$ cat src/rtl/adc_trim_coeff_map.vh
// Register indices, field positions and reset values of the trim coefficient bank
`ifndef ADC_TRIM_COEFF_MAP_VH
`define ADC_TRIM_COEFF_MAP_VH

// ----------------------------------------------------------------
// Register indices (byte address is four times the index)
// ----------------------------------------------------------------
`define IDX_CH2_OFF_O2_LOW   8'h6a
`define IDX_CH2_OFF_O2_MID   8'h6b
`define IDX_CH2_OFF_O2_TOP   8'h6c
`define IDX_CH3_GAIN_O0_LOW  8'h6d
`define IDX_CH3_GAIN_O0_HIGH 8'h6e
`define IDX_CH3_GAIN_O1_MID  8'h6f
`define IDX_CH3_GAIN_O1_TOP  8'h70
`define IDX_CH3_GAIN_O2_MID  8'h71
`define IDX_CH3_GAIN_O3_LOW  8'h72
`define IDX_CH3_GAIN_O3_HIGH 8'h73
`define IDX_TRIM_CTRL        8'h80
`define IDX_TRIM_STATUS      8'h81

// ----------------------------------------------------------------
// Coefficient widths
// ----------------------------------------------------------------
`define OFF2_W  12
`define GAIN0_W 15
`define GAIN1_W 14
`define GAIN2_W 14
`define GAIN3_W 12

// ----------------------------------------------------------------
// Lowest coefficient bit held by each byte
// ----------------------------------------------------------------
`define POS_6A_OFF2  0
`define POS_6B_OFF2  2
`define POS_6C_OFF2  10
`define POS_6D_GAIN0 0
`define POS_6E_GAIN0 8
`define POS_6E_GAIN1 0
`define POS_6F_GAIN1 1
`define POS_70_GAIN1 9
`define POS_70_GAIN2 0
`define POS_71_GAIN2 3
`define POS_72_GAIN2 11
`define POS_72_GAIN3 0
`define POS_73_GAIN3 5

// ----------------------------------------------------------------
// Own control and status bits, reset values
// ----------------------------------------------------------------
`define CTRL_LOCK_BIT     0
`define STAT_LOADED_BIT   1'b0
`define STAT_ROWR_BIT     1
`define STAT_LOADED_POS   0
`define COEFF_RESET       1'b0
`define CTRL_RESET        1'b0

`endif

$ cat src/rtl/adc_trim_coeff_regs.v
// Read-only calibration coefficient bank on AHB-Lite
//
// How it works
// - 0x6B: offset order2 bits 9..2
// - 0x6C: offset order2 bits 11..10, rest zero
// - 0x6D: gain order0 bits 7..0
// - 0x6E: gain order1 bit0, gain order0 14..8
// - 0x6F: gain order1 bits 8..1
// - 0x70: gain order2 2..0, gain order1 13..9
// - 0x71: gain order2 bits 10..3
// - 0x72: gain order3 4..0, gain order2 13..11
// - 0x73: gain order3 11..5, bit7 zero
// - 0x6A top bits: offset order2 bits 1..0
//
// The implementer's own choice: the AHB-Lite interface to the registers.
`timescale 1ns/1ps
`include "adc_trim_coeff_map.vh"
module adc_trim_coeff_regs (
   // Clock and reset
   input  wire                 hclk,
   input  wire                 hresetn,
   // AHB-Lite slave
   input  wire                 hsel,
   input  wire [31:0]          haddr,
   input  wire [1:0]           htrans,
   input  wire                 hwrite,
   input  wire [2:0]           hsize,
   input  wire [31:0]          hwdata,
   input  wire                 hready,
   output wire                 hreadyout,
   output wire [1:0]           hresp,
   output reg  [31:0]          hrdata,
   // Factory trim load
   input  wire                 trim_load,
   input  wire [`OFF2_W-1:0]   trim_off2,
   input  wire [`GAIN0_W-1:0]  trim_gain0,
   input  wire [`GAIN1_W-1:0]  trim_gain1,
   input  wire [`GAIN2_W-1:0]  trim_gain2,
   input  wire [`GAIN3_W-1:0]  trim_gain3,
   // Coefficients to the converter
   output wire [`OFF2_W-1:0]   offset_coeff_order2,
   output wire [`GAIN0_W-1:0]  gain_coeff_order0,
   output wire [`GAIN1_W-1:0]  gain_coeff_order1,
   output wire [`GAIN2_W-1:0]  gain_coeff_order2,
   output wire [`GAIN3_W-1:0]  gain_coeff_order3,
   output wire                 trim_valid
);

   // ----------------------------------------------------------------
   // Declarations
   // ----------------------------------------------------------------
   // Bus front end
   wire                acc;
   wire                rd_acc;
   wire [7:0]          rd_idx;
   wire                hit;
   wire                wr_pend_r;
   wire [7:0]          wr_idx_r;
   wire                wr_hit_r;

   // Write decode and load qualification
   wire                wr_seen;
   wire                wr_in_bank;
   wire                load_ok;
   wire                wr_ctrl;
   wire                wr_stat;
   wire                wr_bank;

   // Own control and status registers
   reg                 lock_r;
   reg                 lock_nxt;
   reg                 loaded_r;
   reg                 loaded_nxt;
   reg                 rowr_r;
   reg                 rowr_nxt;
   wire                rowr_set;
   wire                rowr_clr;

   // Read path
   reg  [7:0]          byte_sel;
   reg  [31:0]         rd_nxt;

   // Byte images
   wire [7:0]          b6a;
   wire [7:0]          b6b;
   wire [7:0]          b6c;
   wire [7:0]          b6d;
   wire [7:0]          b6e;
   wire [7:0]          b6f;
   wire [7:0]          b70;
   wire [7:0]          b71;
   wire [7:0]          b72;
   wire [7:0]          b73;

   // ----------------------------------------------------------------
   // Bus front end
   // ----------------------------------------------------------------
   ahb_front u_front (
      .hclk      (hclk),
      .hresetn   (hresetn),
      .hsel      (hsel),
      .haddr     (haddr),
      .htrans    (htrans),
      .hwrite    (hwrite),
      .hready    (hready),
      .acc       (acc),
      .rd_acc    (rd_acc),
      .rd_idx    (rd_idx),
      .hit       (hit),
      .wr_pend_r (wr_pend_r),
      .wr_idx_r  (wr_idx_r),
      .wr_hit_r  (wr_hit_r),
      .hreadyout (hreadyout),
      .hresp     (hresp)
   );

   // ----------------------------------------------------------------
   // Write decode
   // ----------------------------------------------------------------
   assign wr_seen = wr_pend_r & wr_hit_r;
   assign wr_ctrl = wr_seen & (wr_idx_r == `IDX_TRIM_CTRL);
   assign wr_stat = wr_seen & (wr_idx_r == `IDX_TRIM_STATUS);

   // ----------------------------------------------------------------
   // Bank write detection, flagged but never stored
   // ----------------------------------------------------------------
   assign wr_in_bank = (wr_idx_r >= `IDX_CH2_OFF_O2_LOW) &
                       (wr_idx_r <= `IDX_CH3_GAIN_O3_HIGH);
   assign wr_bank    = wr_seen & wr_in_bank;

   // ----------------------------------------------------------------
   // Load qualification: the lock bit blocks factory loads
   // ----------------------------------------------------------------
   assign load_ok = trim_load & ~lock_r;

   // ----------------------------------------------------------------
   // Channel 2 offset coefficient
   // ----------------------------------------------------------------
   coeff_hold #(.W(`OFF2_W)) u_off2 (
      .hclk    (hclk),
      .hresetn (hresetn),
      .load    (load_ok),
      .din     (trim_off2),
      .q_r     (offset_coeff_order2)
   );

   // ----------------------------------------------------------------
   // Channel 3 gain coefficients, loaded only from the trim port
   // ----------------------------------------------------------------
   coeff_hold #(.W(`GAIN0_W)) u_gain0 (
      .hclk    (hclk),
      .hresetn (hresetn),
      .load    (load_ok),
      .din     (trim_gain0),
      .q_r     (gain_coeff_order0)
   );

   coeff_hold #(.W(`GAIN1_W)) u_gain1 (
      .hclk    (hclk),
      .hresetn (hresetn),
      .load    (load_ok),
      .din     (trim_gain1),
      .q_r     (gain_coeff_order1)
   );

   coeff_hold #(.W(`GAIN2_W)) u_gain2 (
      .hclk    (hclk),
      .hresetn (hresetn),
      .load    (load_ok),
      .din     (trim_gain2),
      .q_r     (gain_coeff_order2)
   );

   coeff_hold #(.W(`GAIN3_W)) u_gain3 (
      .hclk    (hclk),
      .hresetn (hresetn),
      .load    (load_ok),
      .din     (trim_gain3),
      .q_r     (gain_coeff_order3)
   );

   // ----------------------------------------------------------------
   // Channel 2 offset bytes
   // ----------------------------------------------------------------
   assign b6a = {offset_coeff_order2[`POS_6A_OFF2+1:`POS_6A_OFF2],
                 6'h00};
   assign b6b = offset_coeff_order2[`POS_6B_OFF2+7:`POS_6B_OFF2];
   assign b6c = {6'h00,
                 offset_coeff_order2[`POS_6C_OFF2+1:`POS_6C_OFF2]};

   // ----------------------------------------------------------------
   // Channel 3 gain bytes
   // ----------------------------------------------------------------
   assign b6d = gain_coeff_order0[`POS_6D_GAIN0+7:`POS_6D_GAIN0];
   assign b6e = {gain_coeff_order1[`POS_6E_GAIN1],
                 gain_coeff_order0[`POS_6E_GAIN0+6:`POS_6E_GAIN0]};
   assign b6f = gain_coeff_order1[`POS_6F_GAIN1+7:`POS_6F_GAIN1];
   assign b70 = {gain_coeff_order2[`POS_70_GAIN2+2:`POS_70_GAIN2],
                 gain_coeff_order1[`POS_70_GAIN1+4:`POS_70_GAIN1]};
   assign b71 = gain_coeff_order2[`POS_71_GAIN2+7:`POS_71_GAIN2];
   assign b72 = {gain_coeff_order3[`POS_72_GAIN3+4:`POS_72_GAIN3],
                 gain_coeff_order2[`POS_72_GAIN2+2:`POS_72_GAIN2]};
   assign b73 = {1'b0,
                 gain_coeff_order3[`POS_73_GAIN3+6:`POS_73_GAIN3]};

   // ----------------------------------------------------------------
   // Lock register
   // ----------------------------------------------------------------
   always @* begin
      lock_nxt = lock_r;
      if (wr_ctrl) begin
         lock_nxt = hwdata[`CTRL_LOCK_BIT];
      end
   end

   always @(posedge hclk or negedge hresetn) begin
      if (!hresetn) begin
         lock_r <= `CTRL_RESET;
      end else begin
         lock_r <= lock_nxt;
      end
   end

   // ----------------------------------------------------------------
   // Loaded flag, sticky until reset
   // ----------------------------------------------------------------
   always @* begin
      loaded_nxt = loaded_r | load_ok;
   end

   always @(posedge hclk or negedge hresetn) begin
      if (!hresetn) begin
         loaded_r <= `STAT_LOADED_BIT;
      end else begin
         loaded_r <= loaded_nxt;
      end
   end

   assign trim_valid = loaded_r;

   // ----------------------------------------------------------------
   // Host write flag: set by a bank write, write 1 to clear
   // ----------------------------------------------------------------
   assign rowr_set = wr_bank;
   assign rowr_clr = wr_stat & hwdata[`STAT_ROWR_BIT];

   always @* begin
      rowr_nxt = rowr_r;
      if (rowr_clr) begin
         rowr_nxt = 1'b0;
      end
      // Set wins over the clear
      if (rowr_set) begin
         rowr_nxt = 1'b1;
      end
   end

   always @(posedge hclk or negedge hresetn) begin
      if (!hresetn) begin
         rowr_r <= 1'b0;
      end else begin
         rowr_r <= rowr_nxt;
      end
   end

   // ----------------------------------------------------------------
   // Bank byte select
   // ----------------------------------------------------------------
   always @* begin
      byte_sel = 8'h00;
      case (rd_idx)
         `IDX_CH2_OFF_O2_LOW: begin
            byte_sel = b6a;
         end
         `IDX_CH2_OFF_O2_MID: begin
            byte_sel = b6b;
         end
         `IDX_CH2_OFF_O2_TOP: begin
            byte_sel = b6c;
         end
         `IDX_CH3_GAIN_O0_LOW: begin
            byte_sel = b6d;
         end
         `IDX_CH3_GAIN_O0_HIGH: begin
            byte_sel = b6e;
         end
         `IDX_CH3_GAIN_O1_MID: begin
            byte_sel = b6f;
         end
         `IDX_CH3_GAIN_O1_TOP: begin
            byte_sel = b70;
         end
         `IDX_CH3_GAIN_O2_MID: begin
            byte_sel = b71;
         end
         `IDX_CH3_GAIN_O3_LOW: begin
            byte_sel = b72;
         end
         `IDX_CH3_GAIN_O3_HIGH: begin
            byte_sel = b73;
         end
         default: begin
            byte_sel = 8'h00;
         end
      endcase
   end

   // ----------------------------------------------------------------
   // Read-back word
   // ----------------------------------------------------------------
   // Own registers read their next state so a write just before is seen
   always @* begin
      rd_nxt = 32'h00000000;
      if (hit) begin
         case (rd_idx)
            `IDX_TRIM_CTRL: begin
               rd_nxt[`CTRL_LOCK_BIT] = lock_nxt;
            end
            `IDX_TRIM_STATUS: begin
               rd_nxt[`STAT_LOADED_POS] = loaded_nxt;
               rd_nxt[`STAT_ROWR_BIT]   = rowr_nxt;
            end
            default: begin
               rd_nxt[7:0] = byte_sel;
            end
         endcase
      end
   end

   // ----------------------------------------------------------------
   // Read data register
   // Captured in the address phase, held until the next read
   // ----------------------------------------------------------------
   always @(posedge hclk or negedge hresetn) begin
      if (!hresetn) begin
         hrdata <= 32'h00000000;
      end else if (rd_acc) begin
         hrdata <= rd_nxt;
      end
   end

endmodule // adc_trim_coeff_regs

$ cat src/rtl/ahb_front.v
// AHB-Lite address phase capture, zero wait state
`timescale 1ns/1ps
module ahb_front (
   // Clock and reset
   input  wire       hclk,
   input  wire       hresetn,
   // Address phase
   input  wire       hsel,
   input  wire [31:0] haddr,
   input  wire [1:0] htrans,
   input  wire       hwrite,
   input  wire       hready,
   // Decoded access
   output wire       acc,
   output wire       rd_acc,
   output wire [7:0] rd_idx,
   output wire       hit,
   output reg        wr_pend_r,
   output reg  [7:0] wr_idx_r,
   output reg        wr_hit_r,
   // Response
   output wire       hreadyout,
   output wire [1:0] hresp
);

   assign acc       = hsel & htrans[1] & hready;
   assign rd_acc    = acc & ~hwrite;
   assign rd_idx    = haddr[9:2];
   assign hit       = (haddr[31:10] == 22'h000000);
   assign hreadyout = 1'b1;
   assign hresp     = 2'h0;

   always @(posedge hclk or negedge hresetn) begin
      if (!hresetn) begin
         wr_pend_r <= 1'b0;
         wr_idx_r  <= 8'h00;
         wr_hit_r  <= 1'b0;
      end else begin
         wr_pend_r <= acc & hwrite;
         wr_idx_r  <= rd_idx;
         wr_hit_r  <= hit;
      end
   end

endmodule // ahb_front

$ cat src/rtl/coeff_hold.v
// Holding register for one calibration coefficient
`timescale 1ns/1ps
`include "adc_trim_coeff_map.vh"
module coeff_hold #(
   parameter W = 12
) (
   // Clock and reset
   input  wire         hclk,
   input  wire         hresetn,
   // Load side
   input  wire         load,
   input  wire [W-1:0] din,
   // Stored value
   output reg  [W-1:0] q_r
);

   always @(posedge hclk or negedge hresetn) begin
      if (!hresetn) begin
         q_r <= {W{`COEFF_RESET}};
      end else if (load) begin
         q_r <= din;
      end
   end

endmodule // coeff_hold

$ cat config.mk
export PLATFORM = sky130hd
export DESIGN_NAME = adc_trim_coeff_regs
export DESIGN_NICKNAME = d
export VERILOG_FILES = /design/src/rtl/adc_trim_coeff_regs.v /design/src/rtl/ahb_front.v /design/src/rtl/coeff_hold.v
export VERILOG_INCLUDE_DIRS = /design/src /design/src/rtl
export SDC_FILE = /design/constraint.sdc
export NUM_CORES = 1
export LEC_CHECK = 0
export BUFFER_PORTS_ARGS = -buffer_cell sky130_fd_sc_hd__buf_2
export CAP_MARGIN = 20
export CORE_MARGIN = 5
export CORE_UTILIZATION = 39
export DETAILED_ROUTE_END_ITERATION = 6
export HOLD_SLACK_MARGIN = 0.12
export PLACE_DENSITY_LB_ADDON = 0.08
export REMOVE_ABC_BUFFERS = 1
export SLEW_MARGIN = 20
export SYNTH_ARGS = -nofsm -noshare
export SYNTH_HDL_FRONTEND = slang
export SYNTH_SLANG_ARGS = --single-unit
$ cat constraint.sdc
create_clock -name hclk -period 1.54 [get_ports hclk]
set_input_delay 0.231 -clock hclk [delete_from_list [all_inputs] [get_ports hclk]]
set_output_delay 0.231 -clock hclk [all_outputs]
set_load 0.02 [all_outputs]
==> results of run 1 <==
-- state kept, by name, summed over array words and instances, names as in the netlist, 8 cells and up --
signal / count
u_gain1.q_r: 14
u_gain3.q_r: 12
u_gain0.q_r: 15
u_off2.q_r: 12
hrdata: 8
u_front.wr_idx_r: 8
u_gain2.q_r: 14
-- logic make-up (layout without fill, tap and decap cells) --
kind of cell | count (synthesis) | after routing | share of synthesized area
DFF | 88 | 88 | 0.5281
buffers and inverters | 45 | 313 | 0.06930
other | 2 | 27 | 0.001801
AOI/OAI and AO/OA | 30 | 30 | 0.04770
muxes | 83 | 83 | 0.2550
and+or+nand+nor | 72 | 72 | 0.09811
-- cell type report --
cell class | count | area (um^2)
tap | 136 | 170.2
inverter | 4 | 15.01
timing repair buffer | 295 | 2009
sequential | 88 | 2202
fill | 889 | 3981
multi-input combinational | 212 | 1819
clock buffer | 14 | 172.7
-- through the flow --
step / std cells / worst slack (ns)
after detailed placement: 656 / -0.2935
after CTS: 743 / -0.02080
after global placement: 656 / -0.2793
after global routing: 749 / -0.09703
final: 749 / -0.01034
after floorplan: 304 / -2.587
-- power breakdown --
part / leakage [nW] / switching [mW] / internal (mW)
Sequential: 1.05 / 0.204 / 2.58
Combinational: 1.88 / 0.837 / 0.824
Clock: 0.0886 / 0.734 / 0.704
-- routing by layer --
metal,GRT usage,up-vias
met5,0,-
met4,0.07212,0
met3,0.03714,18
met2,0.3219,132
met1,0.2356,1735
li1,-,1706
-- cells in the final DEF, fill, tap and decap left out, types with 5 or more instances in the layout --
cell type	netlist	layout
dfrtp_1	88	88
nand4_1	8	8
nor4_1	7	6
conb_1	2	27
buf_4	27	37
dlygate4sd3_1	0	73
mux4_2	4	5
nand3_1	7	6
nand2_1	15	15
clkbuf_8	0	12
mux2_2	68	68
buf_12	0	5
mux2i_1	5	5
o21ai_0	10	9
nor2_1	12	12
buf_2	9	180
mux4_1	6	5
-- worst paths after layout --
check,from,end,cells past startpoint
max in group asynchronous,hresetn,u_gain3.q_r[2],3
worst min-delay path,trim_off2[4],u_off2.q_r[4],2
worst min register to register,hrdata[5],hrdata[5],2
worst max register to register,u_gain1.q_r[2],hrdata[1],4
min in group asynchronous,hresetn,u_front.wr_idx_r[7],2
worst max-delay path,u_gain1.q_r[2],hrdata[1],4
-- critical path, cell delays in order (launching register included) --
cell,delay (ns)
dfrtp_1,0.38
mux4_2,0.46
nor2b_1,0.14
a211o_1,0.27
a31o_1,0.20
-- timing repair --
item	in CTS	in global routing
setup buffers	0	6
endpoints found under the hold margin	99	0
resized for setup	5	4
pin swaps	1	1
setup endpoints to repair	2	8
hold buffers	73	0
==> impl_results.md, run 1 <==
- GR Overflow Total: 0
- P_leak: 3.022 nW
- Initial core utilization: 0.4021
- CTS tree: yes
- Period Utilization, post-route: 1.007
- Sequential area share after synthesis: 0.5281
- Hold Path Class: in2reg
- Final Slew Violations: 0
- Crit-path max FO: 2
- Die height: 113.4 um
- Reg clk slew, reported paths: 0.08 ns
- WS Path Type: reg2reg
- Max VDD drop: 0.6297 mV
- CTS H-tree lvls: 3
- DRT Pass-1 Iters: 4
- Routability cong.: 0.8117
- Unrepaired setup endpoints after global routing: yes
- Synth warn: 0
- Post-synth EDFFs: 0
- Core area: 0.01037 mm^2
- Initial antenna violation count: 0
- Final Cell Area: approximately 0.0064 mm^2
- Share of cells above drive strength 1: 0.5171
- Vias per cell: between 4 and 5
- Asr flop ratio synth: 1.000
- Synth top area share: 0.5281
- Fin worst setup slack: -0.01034 ns
- Remaining DRCs: 0
- Syn_area_per_cell: 13.03 um^2
- Max Used Layer: met4
- Worst-Skew Late Latency: 0.35 ns
- Setup TNS Final: -0.01034 ns
- DRT Wirelength: roughly 12 mm
- Worst reg-to-reg setup slack: -0.01 ns
- CTS root buffer: clkbuf_8
- Initial DRC Count: 158
- Hold Violations, Final: 0
- Placed cell area: 0.005401 mm^2
- Clock Skew: 0.008873 ns
- Largest area contributor in the netlist: dfrtp_1
- Worst EP required: 1.78 ns
- Clk sinks: 88
- Die X: 113.4 um
- IO buf count: 181
- Main synth FF type: dfrtp_1
- Final Util: 0.6161
- Nets@finish: 752
- Setup crit start kind: register
- Violated checks: negative setup slack
- MaxCap Viol Count: 0
- Routed metal-1 wirelength: 4.924 mm
- Period minus WS final: 1.550 ns
- Max Clk Rate: 645.0 MHz
- Routed wl met3: 811 um
- WHS: 0.1380 ns
- Die footprint: 0.01286 mm^2
- Status: finished with violations
- Pwr dens: 921.3 mW/mm^2
- Number of inserted diodes: 0
- FF+latch count, synth: between 80 and 90
- Met2 WL: between 6 and 7 mm
- Mapped Cells: 320
- First-pass GRT wire length: 19.14 mm
- Post-synth top cells: 88 x dfrtp_1, 68 x mux2_2, 27 x buf_4
- Site row count: 37
- Number of buffers created by CTS: 9
- Vias in the first global route: 3799
- CTS Buffer Depth: 2
- Vias: about 3600
- Worst EP arrival: 1.79 ns
- Most frequent cell after synthesis: dfrtp_1
- Cell area after synthesis: roughly 0.0042 mm^2
- Largest net degree at the start of global routing: 36
- Ports: between 200 and 250
- Detail Route Antenna Nets: 0
- Total power: 5.886 mW
- WL/cell: 16.08 um
- Area grow syn2layout: 53.20%
- Synth area leaders: dfrtp_1 53%, mux2_2 18%, buf_4 4.9%
- Gr usage total: 0.1881
- Worst Setup End Kind: register
- Final HPWL DP: 8.776 mm
- Final setup fails: 1
- Synth cell types: 42
No activity file was read; power rests on OpenSTA's default activity.
==> inputs of run 2 (changes only) <==
--- a/config.mk
+++ b/config.mk
@@ -17,4 +17,5 @@
 export SLEW_MARGIN = 20
 export SYNTH_ARGS = -nofsm -noshare
 export SYNTH_HDL_FRONTEND = slang
+export SYNTH_HIERARCHICAL = 1
 export SYNTH_SLANG_ARGS = --single-unit
==> impl_results.md, run 2 <==
- Status: finished clean (was finished with violations)
- Multi-input gate area: 0.002029 mm^2 (was 0.001819 mm^2)
- Initial antenna violation count: 0 (unchanged)
- DRT Wirelength: 12.26 mm (was 12.05 mm)
- Final Util: 0.5556 (was 0.6161)
- Post-synth EDFFs: 0 (unchanged)
- First-pass GRT wire length: 19.96 mm (was 19.14 mm)
- Worst Setup End Kind: register (unchanged)
- Die footprint: 0.01380 mm^2 (was 0.01286 mm^2)
- Worst EP required: 1.78 ns (about the same)
- Asr flop ratio synth: 1.000 (unchanged)
- Clk sinks: 88 (unchanged)
- Synth Area in Simple Gates: 0.08611 (was 0.09811)
- Final setup fails: 0 (was 1)
- Initial DRC Count: 125 (was 158)
- Number of inserted diodes: 0 (unchanged)
- Clock Skew: 0.005388 ns (was 0.008873 ns)
- CTS Buffer Depth: 2 (unchanged)
- Mux share of post-synthesis cell area: 0.2592 (was 0.2550)
- Largest net degree at the start of global routing: 38 (was 36)
- Core area: 0.01137 mm^2 (was 0.01037 mm^2)
- Worst-Skew Late Latency: 0.33 ns (was 0.35 ns)
- Filler cell count: 971 (was 889)
- Post-Synth Adder-Cell Area: 0 (unchanged)
- Die X: 117.5 um (was 113.4 um)
- XOR/XNOR share of the synthesized area: 0 (unchanged)
- Max stage delay on crit path: 0.53 ns (was 0.46 ns)
- Most flops, register: u_gain0/q_r (was u_gain0.q_r)
- CTS tree: yes (unchanged)
- Die height: 117.5 um (was 113.4 um)
- MaxCap Viol Count: 0 (unchanged)
- GR Overflow Total: 0 (unchanged)
- Remaining DRCs: 0 (unchanged)
- Synth top area share: 0.4889 (was 0.5281)
- Worst EP arrival: 1.76 ns (was 1.79 ns)
- Vias: 3512 (was 3591)
- Syn_area_per_cell: 13.41 um^2 (was 13.03 um^2)
- Vias per cell: 4.919 (was 4.794)
- Max reg flops: 15 (unchanged)
- Hold Violations, Final: 0 (unchanged)
- Max Clk Rate: 655.2 MHz (was 645.0 MHz)
- Compound-cell area share of the yosys netlist: 0.06833 (was 0.04770)
- Placed cell area: 0.005559 mm^2 (was 0.005401 mm^2)
- WHS: 0.1335 ns (was 0.1380 ns)
- Synth cell types: 51 (was 42)
- Pwr dens: 967.9 mW/mm^2 (was 921.3 mW/mm^2)
- Most frequent cell after synthesis: dfrtp_1 (unchanged)
- Cell area after synthesis: 0.004504 mm^2 (was 0.004170 mm^2)
- Setup TNS Final: 0 ns (was -0.01034 ns)
- Crit-path cells: buf_6, or4_4, nor4_4, buf_4, and2_4, o211ai_4, o311ai_2 (was mux4_2, nor2b_1, a211o_1, a31o_1)
- Share of cells above drive strength 1: 0.5517 (was 0.5171)
- Main synth FF type: dfrtp_1 (unchanged)
- Post-synth top cells: 88 x dfrtp_1, 39 x mux2_2, 37 x buf_4 (was 88 x dfrtp_1, 68 x mux2_2, 27 x buf_4)
- Final Slew Violations: 0 (unchanged)
- Place WS: -0.5816 ns (was -0.2935 ns)
- Vias in the first global route: 3809 (was 3799)
- Number of buffers created by CTS: 9 (unchanged)
- Critical path's slowest cell: or4_4 (was mux4_2)
- Setup crit start kind: primary input (was register)
- Fin cells: 714 (was 749)
- P_leak: 3.064 nW (was 3.022 nW)
- FF+latch count, synth: 88 (unchanged)
- Reg clk slew, reported paths: 0.06 ns (was 0.08 ns)
- Initial core utilization: 0.3962 (was 0.4021)
- Site row count: 39 (was 37)
- Synth area leaders: dfrtp_1 49%, mux2_4 10%, mux2_2 9.8% (was dfrtp_1 53%, mux2_2 18%, buf_4 4.9%)
- Max VDD drop: 0.5396 mV (was 0.6297 mV)
- Sequential area share after synthesis: 0.4889 (was 0.5281)
- Commonest non-fill, non-tap cell in the layout: buf_2 (unchanged)
- Detail Route Antenna Nets: 0 (unchanged)
- Area grow syn2layout: 40.25% (was 53.20%)
- Period Utilization, post-route: 0.9910 (was 1.007)
- Largest area contributor in the netlist: dfrtp_1 (unchanged)
- Final HPWL DP: 9.088 mm (was 8.776 mm)
- Period minus WS final: 1.526 ns (was 1.550 ns)
- Mapped Cells: 336 (was 320)
- IO buf count: 181 (unchanged)
- CTS H-tree lvls: 3 (unchanged)
- Post-placement cell count: 658 (was 656)
- CTS root buffer: clkbuf_16 (was clkbuf_8)
- Main combinational cell family by area after synthesis: multiplexers (unchanged)
- Final Cell Area: 0.006317 mm^2 (was 0.006389 mm^2)
- Gr usage total: 0.1781 (was 0.1881)
- Synth warn: 6 (was 0)
- Total power: 6.114 mW (was 5.886 mW)
- Hold Path Class: in2reg (unchanged)
- Register area: 0.002202 mm^2 (unchanged)
- WS Path Type: in2reg (was reg2reg)
- Routability cong.: 0.8421 (was 0.8117)
- DRT Pass-1 Iters: 4 (unchanged)
- Crit-path max FO: 5 (was 2)
- Most frequent cells in the layout: 179 x buf_2, 88 x dfrtp_1, 40 x dlygate4sd3_1 (was 180 x buf_2, 88 x dfrtp_1, 73 x dlygate4sd3_1)
- Nets@finish: 708 (was 752)
- Ports: 245 (unchanged)
- Registers with the most flip-flops: u_gain0/q_r (15), u_gain1/q_r (14), u_gain2/q_r (14) (was u_gain0.q_r (15), u_gain1.q_r (14), u_gain2.q_r (14))
- Fin worst setup slack: 0.01379 ns (was -0.01034 ns)
- WL/cell: 17.17 um (was 16.08 um)
- Unrepaired setup endpoints after global routing: yes (unchanged)
-- run 2: cell count changes in the layout (fill, tap and decap cells not counted), sizes merged, moves of 5 or more --
cell / change
buf: -17
nor2: -9
a31oi: +6
mux2i: +7
dlygate4sd3: -33
and3: +5
-- run 2: path summary, 6_finish.rpt --
check,start,end,slack (ns),cells past startpoint
worst max-delay path,haddr[14],hrdata[6],0.01,7
worst min-delay path,trim_gain2[12],u_gain2/q_r[12],0.13,2
worst max register to register,u_gain3/q_r[6],hrdata[1],0.08,4
worst min register to register,hrdata[3],hrdata[3],0.49,1
max in group asynchronous,hresetn,u_gain0/q_r[5],0.65,3
min in group asynchronous,hresetn,rowr_r,0.36,2
-- run 2: cell families after synthesis --
kind of cell / count (synthesis)
buf+inv: 58
mux: 88
flops: 88
other cells: 3
simple gates: 58
compound gates: 41
-- run 2: area by class of cell --
type / count / share of cell area
Clock inverter: 5 / 0.009111
Inverter: 8 / 0.004753
Clock buffer: 11 / 0.03684
Sequential cell: 88 / 0.3486
Multi-Input combinational cell: 214 / 0.3213
Timing Repair Buffer: 245 / 0.2511
Tap cell: 143 / 0.02832
-- run 2: routing by layer --
layer / vias up / global-route usage / share of wire / routed length, um
met1: 1703 / 0.2368 / 0.44 / 5428
met5: - / 0 / 0 / 0
li1: 1644 / - / - / -
met3: 14 / 0.04853 / 0.080 / 984
met2: 151 / 0.2818 / 0.46 / 5663
met4: 0 / 0.06022 / 0.015 / 182
-- run 2: worst max-delay path: cells and delay by family --
family	cells	cell delay, ns
and+or+nand+nor	3	0.89
AOI/OAI and AO/OA	2	0.39
buffers and inverters	2	0.25
-- run 2: power breakdown --
group	internal, mW	switching (mW)	leakage (nW)
logic	0.642	0.682	1.88
clock network	1.26	0.881	0.132
registers	2.50	0.152	1.05
-- run 2: timing repair --
| action | in CTS | in global routing |
|---|---|---|
| buffers inserted | 0 | 0 |
| pin swaps | 1 | 4 |
| setup endpoints to repair | 5 | 7 |
| gates resized for setup | 5 | 8 |
| hold buffers | 40 | 0 |
| hold endpoints to repair | 65 | 0 |
| gates cloned | 0 | 0 |
==> inputs of run 3 (changes only) <==
--- a/config.mk
+++ b/config.mk
@@ -6,7 +6,7 @@
 export SDC_FILE = /design/constraint.sdc
 export NUM_CORES = 1
 export LEC_CHECK = 0
-export BUFFER_PORTS_ARGS = -buffer_cell sky130_fd_sc_hd__buf_2
+export BUFFER_PORTS_ARGS = -buffer_cell sky130_fd_sc_hd__clkbuf_2
 export CAP_MARGIN = 20
 export CORE_MARGIN = 5
 export CORE_UTILIZATION = 39
@@ -14,7 +14,6 @@
 export HOLD_SLACK_MARGIN = 0.12
 export PLACE_DENSITY_LB_ADDON = 0.08
 export REMOVE_ABC_BUFFERS = 1
-export SLEW_MARGIN = 20
 export SYNTH_ARGS = -nofsm -noshare
 export SYNTH_HDL_FRONTEND = slang
 export SYNTH_HIERARCHICAL = 1
==> impl_results.md, run 3 (synthesis results as in run 2) <==
- Crit-path max FO: 3 (was 5)
- Vias: 3566 (was 3512)
- CTS Buffer Depth: 2 (unchanged)
- Final HPWL DP: 9.081 mm (was 9.088 mm)
- CTS root buffer: clkbuf_16 (unchanged)
- Final setup fails: 0 (unchanged)
- First-pass GRT wire length: 19.82 mm (was 19.96 mm)
- Number of inserted diodes: 0 (unchanged)
- Ports: 245 (unchanged)
- Max VDD drop: 0.4284 mV (was 0.5396 mV)
- CTS H-tree lvls: 3 (unchanged)
- WL/cell: 17.00 um (was 17.17 um)
- P_leak: 3.161 nW (was 3.064 nW)
- Capture point of the worst path: hrdata[7] (was hrdata[6])
- WHS: 0.1269 ns (was 0.1335 ns)
- Status: finished clean (unchanged)
- Worst r2r path cells: 4 (unchanged)
- Core area: 0.01137 mm^2 (unchanged)
- Clk sinks: 88 (unchanged)
- Setup crit start kind: primary input (unchanged)
- Share of cells above drive strength 1: 0.5464 (was 0.5517)
- Max Clk Rate: 662.1 MHz (was 655.2 MHz)
- Worst EP arrival: 1.75 ns (was 1.76 ns)
- WS Path Type: in2reg (unchanged)
- Number of buffers created by CTS: 9 (unchanged)
- Remaining DRCs: 0 (unchanged)
- Registers with the most flip-flops: u_gain0/q_r (15), u_gain1/q_r (14), u_gain2/q_r (14) (unchanged)
- GR Overflow Total: 0 (unchanged)
- Initial DRC Count: 158 (was 125)
- Gr usage total: 0.1772 (was 0.1781)
- Max reg flops: 15 (unchanged)
- Period minus WS final: 1.510 ns (was 1.526 ns)
- Register area: 0.002202 mm^2 (unchanged)
- Vias in the first global route: 3852 (was 3809)
- DRT Wirelength: 12.33 mm (was 12.26 mm)
- Filler cell count: 964 (was 971)
- Die X: 117.5 um (unchanged)
- Final Slew Violations: 0 (unchanged)
- Period Utilization, post-route: 0.9808 (was 0.9910)
- Worst Setup SP: haddr[14] (unchanged)
- Site row count: 39 (unchanged)
- IO buf count: 181 (unchanged)
- Die height: 117.5 um (unchanged)
- Worst reg-to-reg setup slack: 0.05 ns (was 0.08 ns)
- Vias per cell: 4.919 (about the same)
- Reg clk slew, reported paths: 0.06 ns (about the same)
- Hold Violations, Final: 0 (unchanged)
- Commonest non-fill, non-tap cell in the layout: clkbuf_2 (was buf_2)
- Area grow syn2layout: 42.78% (was 40.25%)
- Setup TNS Final: 0 ns (unchanged)
- Largest net degree at the start of global routing: 36 (was 38)
- R2R Path Start: u_gain3/q_r[6] (unchanged)
- Most flops, register: u_gain0/q_r (unchanged)
- Pwr dens: 972.1 mW/mm^2 (was 967.9 mW/mm^2)
- Most frequent cells in the layout: 180 x clkbuf_2, 88 x dfrtp_1, 49 x dlygate4sd3_1 (was 179 x buf_2, 88 x dfrtp_1, 40 x dlygate4sd3_1)
- DRT Pass-1 Iters: 4 (unchanged)
- RR Endpoint: hrdata[1] (unchanged)
- Die footprint: 0.01380 mm^2 (unchanged)
- Initial core utilization: 0.3962 (unchanged)
- Nets@finish: 720 (was 708)
- Multi-input gate area: 0.002032 mm^2 (was 0.002029 mm^2)
- CTS tree: yes (unchanged)
- Routability cong.: 0.8351 (was 0.8421)
- Initial antenna violation count: 0 (unchanged)
- Worst Setup End Kind: register (unchanged)
- Unrepaired setup endpoints after global routing: yes (unchanged)
- Worst EP required: 1.77 ns (was 1.78 ns)
- Hold Path Class: in2reg (unchanged)
- Clock Skew: 0.003972 ns (was 0.005388 ns)
- MaxCap Viol Count: 0 (unchanged)
- Detail Route Antenna Nets: 0 (unchanged)
- Worst-Skew Late Latency: 0.34 ns (was 0.33 ns)
-- run 3: cell count changes in the layout (fill, tap and decap cells not counted), moves of 2 or more --
cell           before  now
clkinvlp_4          3    1
dlygate4sd3_1      40   49
clkbuf_8            0    3
buf_2             179    0
clkbuf_2            0  180
buf_4              17   21
-- run 3: worst min path at each step --
stage | depth (start not counted) | from | end
floorplan | 0 | hresetn | hrdata[0]
global placement | 1 | hresetn | rowr_r
detailed placement | 1 | hresetn | trim_valid
CTS | 2 | trim_gain2[11] | u_gain2/q_r[11]
global route | 2 | trim_off2[6] | u_off2/q_r[6]
finish | 2 | trim_gain2[3] | u_gain2/q_r[3]
-- run 3: power by group --
part / total, mW / switching (mW) / internal, mW
sequential: 2.66 / 0.156 / 2.50
clock: 2.26 / 0.874 / 1.38
combinational: 1.34 / 0.686 / 0.652
total: 6.25 / 1.72 / 4.54
-- run 3: stage by stage --
step / setup slack, ns / cell area, um^2 / instances / power [mW] / utilization
2_1_floorplan: -3.333 / 4197 / 310 / 3.374 / -
3_3_place_gp: -0.3888 / 5569 / 661 / 3.937 / 0.4898
3_5_place_dp: -0.4778 / 5569 / 661 / 3.947 / 0.4898
4_1_cts: 0.009003 / 6315 / 719 / 6.328 / 0.5554
5_1_grt: -0.07015 / 6431 / 725 / 6.539 / 0.5656
6_report: 0.02954 / 6431 / 725 / 6.252 / 0.5656
-- run 3: what timing repair did --
| action | in CTS | in global routing |
|---|---|---|
| hold buffers | 43 | 6 |
| buffers inserted | 0 | 0 |
| gates resized for setup | 4 | 9 |
| pin swaps | 1 | 1 |
| cloned | 0 | 0 |
| hold endpoints to repair | 70 | 6 |
| endpoints found under the setup margin | 7 | 7 |
-- run 3: per-layer routing --
metal | vias to the layer above | GRT usage | part of all wire
li1 | 1670 | - | -
met1 | 1721 | 0.2315 | 0.43
met2 | 160 | 0.2762 | 0.46
met3 | 15 | 0.06968 | 0.091
met4 | 0 | 0.04588 | 0.012
met5 | - | 0 | 0
-- run 3: critical path, cell delays in order --
cell,delay [ns]
clkbuf_2,0.08
or4_4,0.53
nor4_4,0.21
buf_4,0.16
and2_4,0.16
o211ai_4,0.10
o311ai_1,0.26
-- run 3: final cells by class --
cell class,count,area share
sequential,88,0.3424
multi-input combinational,214,0.3160
timing repair buffer,257,0.2613
clock buffer,13,0.04202
tap,143,0.02782
clock inverter,2,0.005837
inverter,8,0.004669
